--- src/pkg/smps_ctrl_defs.vh ---
`ifndef SMPS_CTRL_DEFS_VH
`define SMPS_CTRL_DEFS_VH

`define CONV_COUNT       5
`define CODE_W           7

`define ADDR_W           12
`define OFF_GLOBAL_CTRL  12'h000
`define OFF_MASK_A       12'h004
`define OFF_MASK_B       12'h008
`define OFF_SLEEP_MAP    12'h00C
`define OFF_EN1_MAP      12'h010
`define OFF_STATUS       12'h014
`define OFF_EN2_MAP      12'h018
`define OFF_CONV_BASE    12'h020
`define CONV_STRIDE      12'h010
`define SUB_CTRL         2'h0
`define SUB_PRIMARY      2'h1
`define SUB_SECONDARY    2'h2
`define SUB_STATE        2'h3

`define RST_MASK_A       5'h1E
`define RST_MASK_B       2'h0
`define RST_MAP          5'h00
`define RST_GLOBAL       3'h0
`define RST_CTRL         2'h0
`define RST_VOLT         8'h00

`define BIT_CTRL_EN      0
`define BIT_CTRL_RF      1
`define BIT_RANGE        7
`define BIT_CMD          7
`define BIT_TYPE_SEL     0
`define BIT_ADC_MASK     1
`define BIT_COMPMODE     0
`define FLD_PHASE_HI     2
`define FLD_PHASE_LO     1

`define CLK_MHZ          250
`define SLEW_UV_PER_US   2500
`define CODE_STEP_UV     10000
`define STEP_CYCLES      (`CODE_STEP_UV * `CLK_MHZ / `SLEW_UV_PER_US)
`define STEP_CNT_W       10
// last count of the step divider, STEP_CYCLES - 1 at the counter width
`define STEP_LAST        10'h3E7

`endif

--- src/rtl/dvs_channel.v ---
`timescale 1ns/1ps
`include "smps_ctrl_defs.vh"
module dvs_channel #(
	parameter SLEW = 1
) (
	input  wire                 pclk,
	input  wire                 presetn,
	input  wire                 step_tick,
	input  wire                 enable,
	input  wire                 roof_floor_en,
	input  wire                 pin_active,
	input  wire [7:0]           primary,
	input  wire [7:0]           secondary,
	output reg  [`CODE_W-1:0]   target,
	output reg  [`CODE_W-1:0]   present,
	output reg                  range_active,
	output reg                  on,
	output reg                  ramping
);
	wire                 use_primary;
	wire [`CODE_W-1:0]   sel_code;
	wire                 next_on;
	reg                  half;
	wire                 step_now;

	// pin level in roof-floor, command bit otherwise; cmd=0 is primary
	assign use_primary = roof_floor_en ? pin_active : ~secondary[`BIT_CMD]; // RULE_10 RULE_12
	assign sel_code    = use_primary ? primary[`CODE_W-1:0] : secondary[`CODE_W-1:0];
	// code zero is off in either register
	assign next_on     = enable & (sel_code != {`CODE_W{1'b0}}); // RULE_13 RULE_14
	// 20 mV codes step at half the rate to keep the same slew
	assign step_now    = step_tick & (~range_active | half);

	always @(posedge pclk or negedge presetn) begin
		if (!presetn) begin
			target       <= {`CODE_W{1'b0}};
			present      <= {`CODE_W{1'b0}};
			range_active <= 1'b0;
			on           <= 1'b0;
			ramping      <= 1'b0;
			half         <= 1'b0;
		end else begin
			target <= sel_code; // RULE_21
			on     <= next_on;
			if (step_tick)
				half <= ~half;
			if (!on)
				range_active <= primary[`BIT_RANGE]; // RULE_19
			if (!on || !next_on || SLEW == 0) begin
				present <= sel_code; // RULE_15
				ramping <= 1'b0;
			end else begin
				ramping <= (present != sel_code); // RULE_04 RULE_21
				if (step_now && present < target)
					present <= present + 1'b1; // RULE_09
				else if (step_now && present > target)
					present <= present - 1'b1; // RULE_09
			end
		end
	end
endmodule

--- src/rtl/rail_ok_combiner.v ---
`timescale 1ns/1ps
`include "smps_ctrl_defs.vh"
module rail_ok_combiner (
	input  wire                   pclk,
	input  wire                   presetn,
	input  wire [`CONV_COUNT-1:0] vwin_ok,
	input  wire [`CONV_COUNT-1:0] ilim_ok,
	input  wire [`CONV_COUNT-1:0] ramping,
	input  wire [`CONV_COUNT-1:0] mask,
	input  wire                   dual_phase,
	input  wire                   current_only,
	input  wire                   compmode,
	input  wire                   adc_mask,
	input  wire                   adc_current_ok,
	output reg  [`CONV_COUNT-1:0] source_ok,
	output reg                    rail_ok
);
	wire [`CONV_COUNT-1:0] eff_mask;
	wire [`CONV_COUNT-1:0] good;
	wire                   adc_good;

	// second phase never a source of its own in dual phase
	assign eff_mask = mask | {{(`CONV_COUNT-2){1'b0}}, dual_phase, 1'b0}; // RULE_06
	// a ramping window result is forced good
	assign good = ilim_ok & (vwin_ok | ramping | {`CONV_COUNT{current_only}}); // RULE_01 RULE_02 RULE_04
	assign adc_good = ~compmode | adc_mask | adc_current_ok; // RULE_05

	always @(posedge pclk or negedge presetn) begin
		if (!presetn) begin
			source_ok <= {`CONV_COUNT{1'b0}};
			rail_ok   <= 1'b0;
		end else begin
			source_ok <= good;
			rail_ok   <= (&(good | eff_mask)) & adc_good; // RULE_20
		end
	end
endmodule

--- src/rtl/smps_powergood_dvs_control.v ---
// Function
// RULE_01 - rail good needs unmasked windows and currents
// RULE_02 - global select: voltage+current or current only
// RULE_03 - per-converter mask, only first unmasked
// RULE_04 - ramping converter window result suppressed
// RULE_05 - compare mode adds adc current result
// RULE_06 - dual phase: second source forced masked
// RULE_07 - software masks disabled converters
// RULE_08 - software masks pair or debounces
// RULE_09 - dvs converters slew 2.5 mV/us
// RULE_10 - roof-floor: pin active primary, else secondary
// RULE_11 - three pin maps assign converters
// RULE_12 - no roof-floor: command bit selects register
// RULE_13 - secondary code zero turns converter off
// RULE_14 - seven bit code, range bit scales
// RULE_15 - converters four and five jump
// RULE_16 - otp bit selects single or dual phase
// RULE_17 - phase field forces multi or single
// RULE_18 - software never forces multiphase unloaded
// RULE_19 - range frozen while converter on
// RULE_20 - registered and of unmasked goods
// RULE_21 - new code presented next cycle, ramp masked
`timescale 1ns/1ps
`include "smps_ctrl_defs.vh"
module smps_powergood_dvs_control (
	input  wire                          pclk,
	input  wire                          presetn,
	input  wire                          psel,
	input  wire                          penable,
	input  wire                          pwrite,
	input  wire [`ADDR_W-1:0]            paddr,
	input  wire [31:0]                   pwdata,
	output reg  [31:0]                   prdata,
	output reg                           pready,
	output reg                           pslverr,
	input  wire                          sleep_request_pin,
	input  wire                          enable_pin_one,
	input  wire                          enable_pin_two,
	input  wire                          dual_phase_otp,
	input  wire [`CONV_COUNT-1:0]        vwin_ok,
	input  wire [`CONV_COUNT-1:0]        ilim_ok,
	input  wire                          adc_current_ok,
	output wire                          rail_ok,
	output reg  [`CONV_COUNT*`CODE_W-1:0] conv_target,
	output reg  [`CONV_COUNT*`CODE_W-1:0] conv_code,
	output reg  [`CONV_COUNT-1:0]        conv_range,
	output reg  [`CONV_COUNT-1:0]        conv_on,
	output reg  [1:0]                    pair_phase_force,
	output reg                           dual_phase
);
	reg  [2:0]               global_ctrl;
	reg  [`CONV_COUNT-1:0]   rail_ok_source_mask_a;
	reg  [1:0]               rail_ok_source_mask_b;
	reg  [`CONV_COUNT-1:0]   sleep_pin_converter_map;
	reg  [`CONV_COUNT-1:0]   enable_one_converter_map;
	reg  [`CONV_COUNT-1:0]   enable_two_converter_map;
	reg  [1:0]               converter_control_reg [0:`CONV_COUNT-1];
	reg  [7:0]               primary_voltage_reg   [0:`CONV_COUNT-1];
	reg  [7:0]               secondary_voltage_reg [0:`CONV_COUNT-1];
	reg  [`STEP_CNT_W-1:0]   step_cnt;
	reg                      step_tick;
	reg  [31:0]              next_prdata;
	reg                      next_err;
	wire                     setup;
	wire                     wr_access;
	wire [`CONV_COUNT-1:0]   source_ok;
	wire [`CONV_COUNT-1:0]   ramping;
	wire [`CONV_COUNT-1:0]   ch_on;
	wire [`CONV_COUNT-1:0]   ch_range;
	wire [`CONV_COUNT*`CODE_W-1:0] ch_target;
	wire [`CONV_COUNT*`CODE_W-1:0] ch_code;
	wire [2:0]               conv_idx;
	wire [1:0]               conv_sub;
	wire                     conv_hit;

	// pin driven selection: any mapped pin that is high counts
	function pin_selects;
		input [`CONV_COUNT-1:0] smap;
		input [`CONV_COUNT-1:0] e1map;
		input [`CONV_COUNT-1:0] e2map;
		input [2:0]             idx;
		input                   s;
		input                   e1;
		input                   e2;
		begin
			pin_selects = (smap[idx] & s) | (e1map[idx] & e1) | (e2map[idx] & e2);
		end
	endfunction

	// converter window decode: 16 bytes per converter from the base
	function [2:0] conv_index;
		input [`ADDR_W-1:0] a;
		reg   [`ADDR_W-1:0] rel;
		begin
			rel        = a - `OFF_CONV_BASE;
			conv_index = rel[6:4];
		end
	endfunction

	assign setup     = psel & ~penable;
	assign wr_access = psel & penable & pready & pwrite & ~pslverr;
	assign conv_idx  = conv_index(paddr);
	assign conv_sub  = paddr[3:2];
	assign conv_hit  = (paddr >= `OFF_CONV_BASE) && (conv_idx < 3'd5) &&
		(paddr < `OFF_CONV_BASE + `CONV_COUNT * `CONV_STRIDE) && (paddr[1:0] == 2'b00);

	// apb: read data and error prepared in setup, access completes in one cycle
	always @(posedge pclk or negedge presetn) begin
		if (!presetn) begin
			prdata  <= 32'h00000000;
			pready  <= 1'b0;
			pslverr <= 1'b0;
		end else begin
			pready  <= setup;
			pslverr <= setup & next_err;
			if (setup && !pwrite)
				prdata <= next_prdata;
		end
	end

	always @* begin
		next_prdata = 32'h00000000;
		next_err    = 1'b0;
		if (paddr == `OFF_GLOBAL_CTRL) begin
			next_prdata[2:0] = global_ctrl;
		end else if (paddr == `OFF_MASK_A) begin
			next_prdata[`CONV_COUNT-1:0] = rail_ok_source_mask_a;
		end else if (paddr == `OFF_MASK_B) begin
			next_prdata[1:0] = rail_ok_source_mask_b;
		end else if (paddr == `OFF_SLEEP_MAP) begin
			next_prdata[`CONV_COUNT-1:0] = sleep_pin_converter_map;
		end else if (paddr == `OFF_EN1_MAP) begin
			next_prdata[`CONV_COUNT-1:0] = enable_one_converter_map;
		end else if (paddr == `OFF_EN2_MAP) begin
			next_prdata[`CONV_COUNT-1:0] = enable_two_converter_map;
		end else if (paddr == `OFF_STATUS) begin
			next_prdata[0]   = rail_ok;
			next_prdata[5:1] = source_ok;
			next_prdata[6]   = dual_phase;
		end else if (conv_hit && conv_sub == `SUB_CTRL) begin
			next_prdata[1:0] = converter_control_reg[conv_idx];
		end else if (conv_hit && conv_sub == `SUB_PRIMARY) begin
			next_prdata[7:0] = primary_voltage_reg[conv_idx];
		end else if (conv_hit && conv_sub == `SUB_SECONDARY) begin
			next_prdata[7:0] = secondary_voltage_reg[conv_idx];
		end else if (conv_hit) begin
			next_prdata[6:0] = ch_code[conv_idx*`CODE_W +: `CODE_W];
			next_prdata[7]   = ramping[conv_idx];
			next_prdata[8]   = ch_on[conv_idx];
			next_prdata[9]   = ch_range[conv_idx];
		end else begin
			next_err = 1'b1;
		end
	end

	// global registers; reset leaves only the first source unmasked
	always @(posedge pclk or negedge presetn) begin
		if (!presetn) begin
			global_ctrl              <= `RST_GLOBAL;
			rail_ok_source_mask_a    <= `RST_MASK_A; // RULE_03
			rail_ok_source_mask_b    <= `RST_MASK_B;
			sleep_pin_converter_map  <= `RST_MAP;
			enable_one_converter_map <= `RST_MAP;
			enable_two_converter_map <= `RST_MAP;
		end else if (wr_access) begin
			if (paddr == `OFF_GLOBAL_CTRL)
				global_ctrl <= pwdata[2:0];
			else if (paddr == `OFF_MASK_A)
				rail_ok_source_mask_a <= pwdata[`CONV_COUNT-1:0];
			else if (paddr == `OFF_MASK_B)
				rail_ok_source_mask_b <= pwdata[1:0];
			else if (paddr == `OFF_SLEEP_MAP)
				sleep_pin_converter_map <= pwdata[`CONV_COUNT-1:0]; // RULE_11
			else if (paddr == `OFF_EN1_MAP)
				enable_one_converter_map <= pwdata[`CONV_COUNT-1:0]; // RULE_11
			else if (paddr == `OFF_EN2_MAP)
				enable_two_converter_map <= pwdata[`CONV_COUNT-1:0]; // RULE_11
		end
	end

	// one tick per 10 mV at the fixed slew
	always @(posedge pclk or negedge presetn) begin
		if (!presetn) begin
			step_cnt  <= {`STEP_CNT_W{1'b0}};
			step_tick <= 1'b0;
		end else if (step_cnt == `STEP_LAST) begin
			step_cnt  <= {`STEP_CNT_W{1'b0}};
			step_tick <= 1'b1; // RULE_09
		end else begin
			step_cnt  <= step_cnt + 1'b1;
			step_tick <= 1'b0;
		end
	end

	// phase strap is sampled after reset release, never inside the async branch
	always @(posedge pclk or negedge presetn) begin
		if (!presetn) begin
			dual_phase       <= 1'b0;
			pair_phase_force <= 2'b00;
		end else begin
			dual_phase       <= dual_phase_otp; // RULE_16
			pair_phase_force <= global_ctrl[`FLD_PHASE_HI:`FLD_PHASE_LO]; // RULE_17
		end
	end

	genvar i;
	generate
		for (i = 0; i < `CONV_COUNT; i = i + 1) begin : g_conv
			wire src;
			wire pin_act;
			localparam [2:0] ch_idx = i;
			always @(posedge pclk or negedge presetn) begin
				if (!presetn) begin
					converter_control_reg[i] <= `RST_CTRL;
					primary_voltage_reg[i]   <= `RST_VOLT;
					secondary_voltage_reg[i] <= `RST_VOLT; // RULE_12
				end else if (wr_access && conv_hit && conv_idx == i) begin
					if (conv_sub == `SUB_CTRL)
						converter_control_reg[i] <= pwdata[1:0];
					else if (conv_sub == `SUB_PRIMARY)
						primary_voltage_reg[i] <= pwdata[7:0];
					else if (conv_sub == `SUB_SECONDARY)
						secondary_voltage_reg[i] <= pwdata[7:0];
				end
			end
			// in dual phase the second phase follows the pair's register set
			assign src = (i == 1) && dual_phase; // RULE_16
			assign pin_act = pin_selects(sleep_pin_converter_map, enable_one_converter_map,
				enable_two_converter_map, src ? 3'd0 : ch_idx,
				sleep_request_pin, enable_pin_one, enable_pin_two); // RULE_10 RULE_11
			dvs_channel #(
				.SLEW          (i < 3 ? 1 : 0)
			) u_ch (
				.pclk          (pclk),
				.presetn       (presetn),
				.step_tick     (step_tick),
				.enable        (src ? converter_control_reg[0][`BIT_CTRL_EN]
					: converter_control_reg[i][`BIT_CTRL_EN]),
				.roof_floor_en (src ? converter_control_reg[0][`BIT_CTRL_RF]
					: converter_control_reg[i][`BIT_CTRL_RF]),
				.pin_active    (pin_act),
				.primary       (src ? primary_voltage_reg[0] : primary_voltage_reg[i]),
				.secondary     (src ? secondary_voltage_reg[0] : secondary_voltage_reg[i]),
				.target        (ch_target[i*`CODE_W +: `CODE_W]),
				.present       (ch_code[i*`CODE_W +: `CODE_W]),
				.range_active  (ch_range[i]),
				.on            (ch_on[i]),
				.ramping       (ramping[i])
			);
		end
	endgenerate

	// converter-facing outputs re-registered at the top
	always @(posedge pclk or negedge presetn) begin
		if (!presetn) begin
			conv_target <= {(`CONV_COUNT*`CODE_W){1'b0}};
			conv_code   <= {(`CONV_COUNT*`CODE_W){1'b0}};
			conv_range  <= {`CONV_COUNT{1'b0}};
			conv_on     <= {`CONV_COUNT{1'b0}};
		end else begin
			conv_target <= ch_target;
			conv_code   <= ch_code;
			conv_range  <= ch_range; // RULE_14
			conv_on     <= ch_on; // RULE_13
		end
	end

	// masking disabled rails and the pair stays with software
	rail_ok_combiner u_rail (
		.pclk           (pclk),
		.presetn        (presetn),
		.vwin_ok        (vwin_ok),
		.ilim_ok        (ilim_ok),
		.ramping        (ramping), // RULE_04
		.mask           (rail_ok_source_mask_a), // RULE_03
		.dual_phase     (dual_phase), // RULE_06
		.current_only   (rail_ok_source_mask_b[`BIT_TYPE_SEL]), // RULE_02
		.compmode       (global_ctrl[`BIT_COMPMODE]), // RULE_05
		.adc_mask       (rail_ok_source_mask_b[`BIT_ADC_MASK]),
		.adc_current_ok (adc_current_ok),
		.source_ok      (source_ok),
		.rail_ok        (rail_ok)
	);
endmodule

--- config.mk ---
export PLATFORM = sky130hd
export DESIGN_NAME = smps_powergood_dvs_control
export DESIGN_NICKNAME = d
export VERILOG_FILES = /design/src/rtl/dvs_channel.v /design/src/rtl/rail_ok_combiner.v /design/src/rtl/smps_powergood_dvs_control.v
export VERILOG_INCLUDE_DIRS = /design/src /design/src/pkg
export SDC_FILE = /design/constraint.sdc
export NUM_CORES = 1
export LEC_CHECK = 0
export CAP_MARGIN = 20
export CORE_ASPECT_RATIO = 0.9
export CORE_MARGIN = 2
export CORE_UTILIZATION = 29
export DETAILED_ROUTE_END_ITERATION = 12
export DONT_BUFFER_PORTS = 1
export PLACE_DENSITY = 0.4
export SLEW_MARGIN = 20
export SYNTH_ARGS = -nofsm -noshare
export SYNTH_HDL_FRONTEND = slang
export SYNTH_HIERARCHICAL = 1
export SYNTH_SLANG_ARGS = --single-unit
export TNS_END_PERCENT = 10
--- constraint.sdc ---
create_clock -name pclk -period 4.3 [get_ports pclk]
set_clock_uncertainty 0.2 [all_clocks]
set_input_delay 1.075 -clock pclk [delete_from_list [all_inputs] [get_ports pclk]]
set_output_delay 1.075 -clock pclk [all_outputs]
set_load 0.01 [all_outputs]
==> flow_results.org <==
** Timing
- Tightest Pin Transition :: 0.911 ns
- Max frequency :: 0.263 GHz
- Unrepaired setup endpoints after global routing :: no
- In the finished design, the share of the clock period the worst path needs comes to 0.884.
- Measured against its own limit, the worst slew margin works out to 0.391.
- The max-slew violation count is 0.
- Min Clock Period, post-route :: 3.80 ns
- Summed over all failing endpoints, the final setup total negative slack is 0 ns.
- Final hold violation count :: 0
- Final WS setup :: 0.501 ns
- Setup violations remaining at the end of the flow were counted as 0.

** Floorplan
- Initial Util :: 0.294
- Pin placement for this block handled 182 I/O pins.
- Die footprint :: 0.0531 mm²
- From bottom edge to top edge, the die measures 219 µm.
- In this run the horizontal extent of the chip is 243 µm.
- Core area :: 0.0506 mm²
- After floorplanning, the core was divided into 78 placement rows.

** Placed design
- Estimated wirelength of the detail-placed design :: 33,400 µm
- Buffers added on ports :: 0
- Routability-driven placement finished with a final weighted congestion of 0.874.
- Timing analysis after detailed placement gives a worst setup slack of 0.340 ns.

** Final layout
- Register area :: 0.00749 mm²
- Antenna diode instance count :: 0
- # fillers :: 5,055
- Synth-to-layout area growth :: 14.8%
- Summing all multi-input logic gate instances after layout gives 0.00672 mm².
- Nets :: 1,346
- Fraction of layout instances using a drive strength above 1 :: 0.221

** Drt
- For this block, the initial DRC count from the detailed router was 629.
- DR WL/cell :: 25.3 µm
- Wire length after detailed routing :: 49,400 µm
- Dividing the detail-routed via count by the number of cells gives 5.06.
- For this run, design rule violations remaining after detail routing come to 0.
- DRT Pass-1 Iters :: 6
- The count of nets left with antenna violations once routing finished came out at 0.
- Via count of the routed design :: 9,876

** Worst setup path
- Reg2Reg Setup Slack :: 0.50 ns
- The worst register-to-register path begins at g_conv[1].u_ch/target[4].
- Required time reported for the critical path endpoint :: 4.52 ns
- Max Fanout on Critical Path :: 7
- The worst setup path is captured at a flop.
- Endpoint of the worst-slack reg-to-reg timing path :: g_conv[1].u_ch/present[6]
- Startpoint Class :: flop
- End point of the critical path :: g_conv[1].u_ch/present[6]
- The critical path starts at g_conv[1].u_ch/target[4].
- Depth of the worst register-to-register path :: 12
- Arrival time of the worst setup path :: 4.02 ns
- The critical path is of the reg2reg type.

** Synth
- Area share of the largest cell type after synthesis :: 0.497
- Summed over all instances, the cell type with the most area after synthesis is dfrtp_1.
- A synthesized cell averages 12.1 µm².
- Top cells by instance count after synthesis :: dfrtp_1, mux2_2, mux2i_1
- In this run, synthesis inferred 0 flip-flops with an integrated enable.
- Yosys Warn Count :: 6
- Dominant register cell in the synthesized netlist :: dfrtp_1
- Among all cell types in the netlist, the one instantiated most often is dfrtp_1.
- Mapped cell area :: 0.0149 mm²
- Dominant cells by area after synthesis :: dfrtp_1, mux2_2, mux2i_1
- Gate count after technology mapping :: 1,228
- Post-synthesis cell type count :: 79
- Of the synthesized area, sequential elements account for 0.504.
- Proportion of synthesized flip-flops having asynchronous set or reset :: 1.00
- Synthesis inferred 299 register bits.

** Global routing
- Entering global routing, the biggest net connects 98 pins.
- The number of global-route vias before repair came to 10,100.
- The total overflow left after global routing is 0.
- In the global route stage, overall resource usage came out at 0.187.
- The first global-routing pass estimated 72,000 µm of wire.
- Number of antenna violations at the first check in global routing :: 0

** Clock tree
- Max Buffers Root-to-Sink :: 3
- In this run, CTS created clock tree buffers numbering 39.
- Root buffer selected by CTS :: clkbuf_16
- Clock input transition at the sequential cells of the worst setup and hold paths :: 0.06 ns
- The number of hold buffers added after CTS was 15.
- Clock latency at the later pin of the worst-skew pair :: 0.57 ns
- Setup fix buffers added after clock tree synthesis :: 0
- Clock tree from TritonCTS :: done
- # resized after CTS :: 0
- CTS saw 299 sinks.
- CTS built an H-tree with a depth of 2.

** Hold path
- The worst hold path belongs to the class in2async.

** Pwr
- Power spread over the standard cell area amounts to 390 mW/mm².
- In this run the static leakage power is 8.42 nW.
- Pint :: 0.00515 W
- Switching Power :: 0.00151 W
- Switching share of power :: 0.226
- Sequential fraction of design power :: 0.426
- Of the total power, the clock network draws 0.542.
- The share of total power dissipated in combinational logic is 0.033.
- The worst-case IR drop observed on VDD is 0.220 mV.

** Status
- The flow ran to the end, and the final reports show no timing, DRC or antenna violations.

** Run
- Max-cap violations in this run came to 0.
==> power by group through the flow <==
stage	Sequential, W	Combinational (W)	Clock (W)
after floorplan	0.00288	0.000157	0
after global placement	0.00289	0.000147	0
after detailed placement	0.00289	0.000148	0
after CTS	0.00284	0.000222	0.00372
after global routing	0.00283	0.000238	0.00384
final	0.00284	0.000217	0.00361
==> per-layer routing <==
layer	wire [µm]	vias to the layer above	part of all wire	GRT usage
li1	-	4429	-	-
met5	0	-	0	0
met4	1730	0	0.035	0.0732
met2	22500	250	0.46	0.295
met3	2640	72	0.053	0.0384
met1	22500	5125	0.46	0.251
==> layout by cell type (no fill, tap or decap), types with 9 or more instances in the layout <==
cell type / count
dfrtp_1: 295
xor2_1: 17
or3_1: 10
clkbuf_16: 41
mux2_1: 20
o21ai_0: 40
inv_1: 57
nor3_1: 15
a21o_1: 9
mux2i_1: 97
a21oi_1: 36
nand4_1: 11
or4_1: 9
dlygate4sd3_1: 12
mux2_2: 140
xnor2_1: 32
buf_4: 22
nor2b_1: 12
nand3_1: 29
conb_1: 24
nor2_1: 49
nand2b_1: 11
nand2_1: 41
ha_1: 39
nor4_1: 11
a211oi_1: 9
==> how the worst min path moves through the flow <==
stage	to	cells past startpoint	from	slack, ns
floorplan	conv_target[10]	0	g_conv[1].u_ch/target[3]	0.15
global placement	conv_target[4]	0	g_conv[0].u_ch/target[4]	0.16
detailed placement	conv_target[13]	0	g_conv[1].u_ch/target[6]	0.17
CTS	secondary_voltage_reg[17]	0	presetn	0.00005
global route	secondary_voltage_reg[17]	0	presetn	0.01
finish	secondary_voltage_reg[17]	0	presetn	0.05
==> worst max-delay path: stages, from the launching register on <==
cell	delay (ns)
dfrtp_1	0.36
inv_1	0.06
ha_1	0.30
a211oi_1	0.24
nor2_1	0.11
or4_4	0.60
fa_1	0.48
a21o_1	0.19
a221o_1	0.30
or4_1	0.40
mux2i_1	0.19
xnor2_1	0.14
mux2i_1	0.08
==> cell type report <==
class,count,area share
clock inverter,22,0.0187
inverter,58,0.0128
tap,680,0.0499
clock buffer,49,0.0648
timing repair buffer,37,0.0211
sequential,299,0.439
multi-input combinational,805,0.394
==> cells by family (layout without fill, tap and decap cells) <==
family / count (synthesis) / in the layout / synth area share
simple gates: 243 / 243 / 0.0957
other cells: 3 / 24 / 0.000758
flops: 299 / 299 / 0.504
buf+inv: 145 / 166 / 0.0494
xor+xnor: 49 / 49 / 0.0289
compound gates: 180 / 180 / 0.0844
fa+ha+maj: 42 / 42 / 0.0369
mux: 267 / 267 / 0.200
==> per-stage QoR <==
stage	std cells	hold slack (ns)	power [W]	util	instance area, µm²
after global placement	1864	0.164	0.00303	0.305	15400
after detailed placement	1864	0.166	0.00303	0.305	15400
after global routing	1950	0.0124	0.00691	0.337	17100
after floorplan	1249	0.154	0.00304	-	14900
final	1950	0.0480	0.00666	0.337	17100
after CTS	1950	0.0000537	0.00677	0.337	17100
No activity file was read; power rests on OpenSTA's default activity.
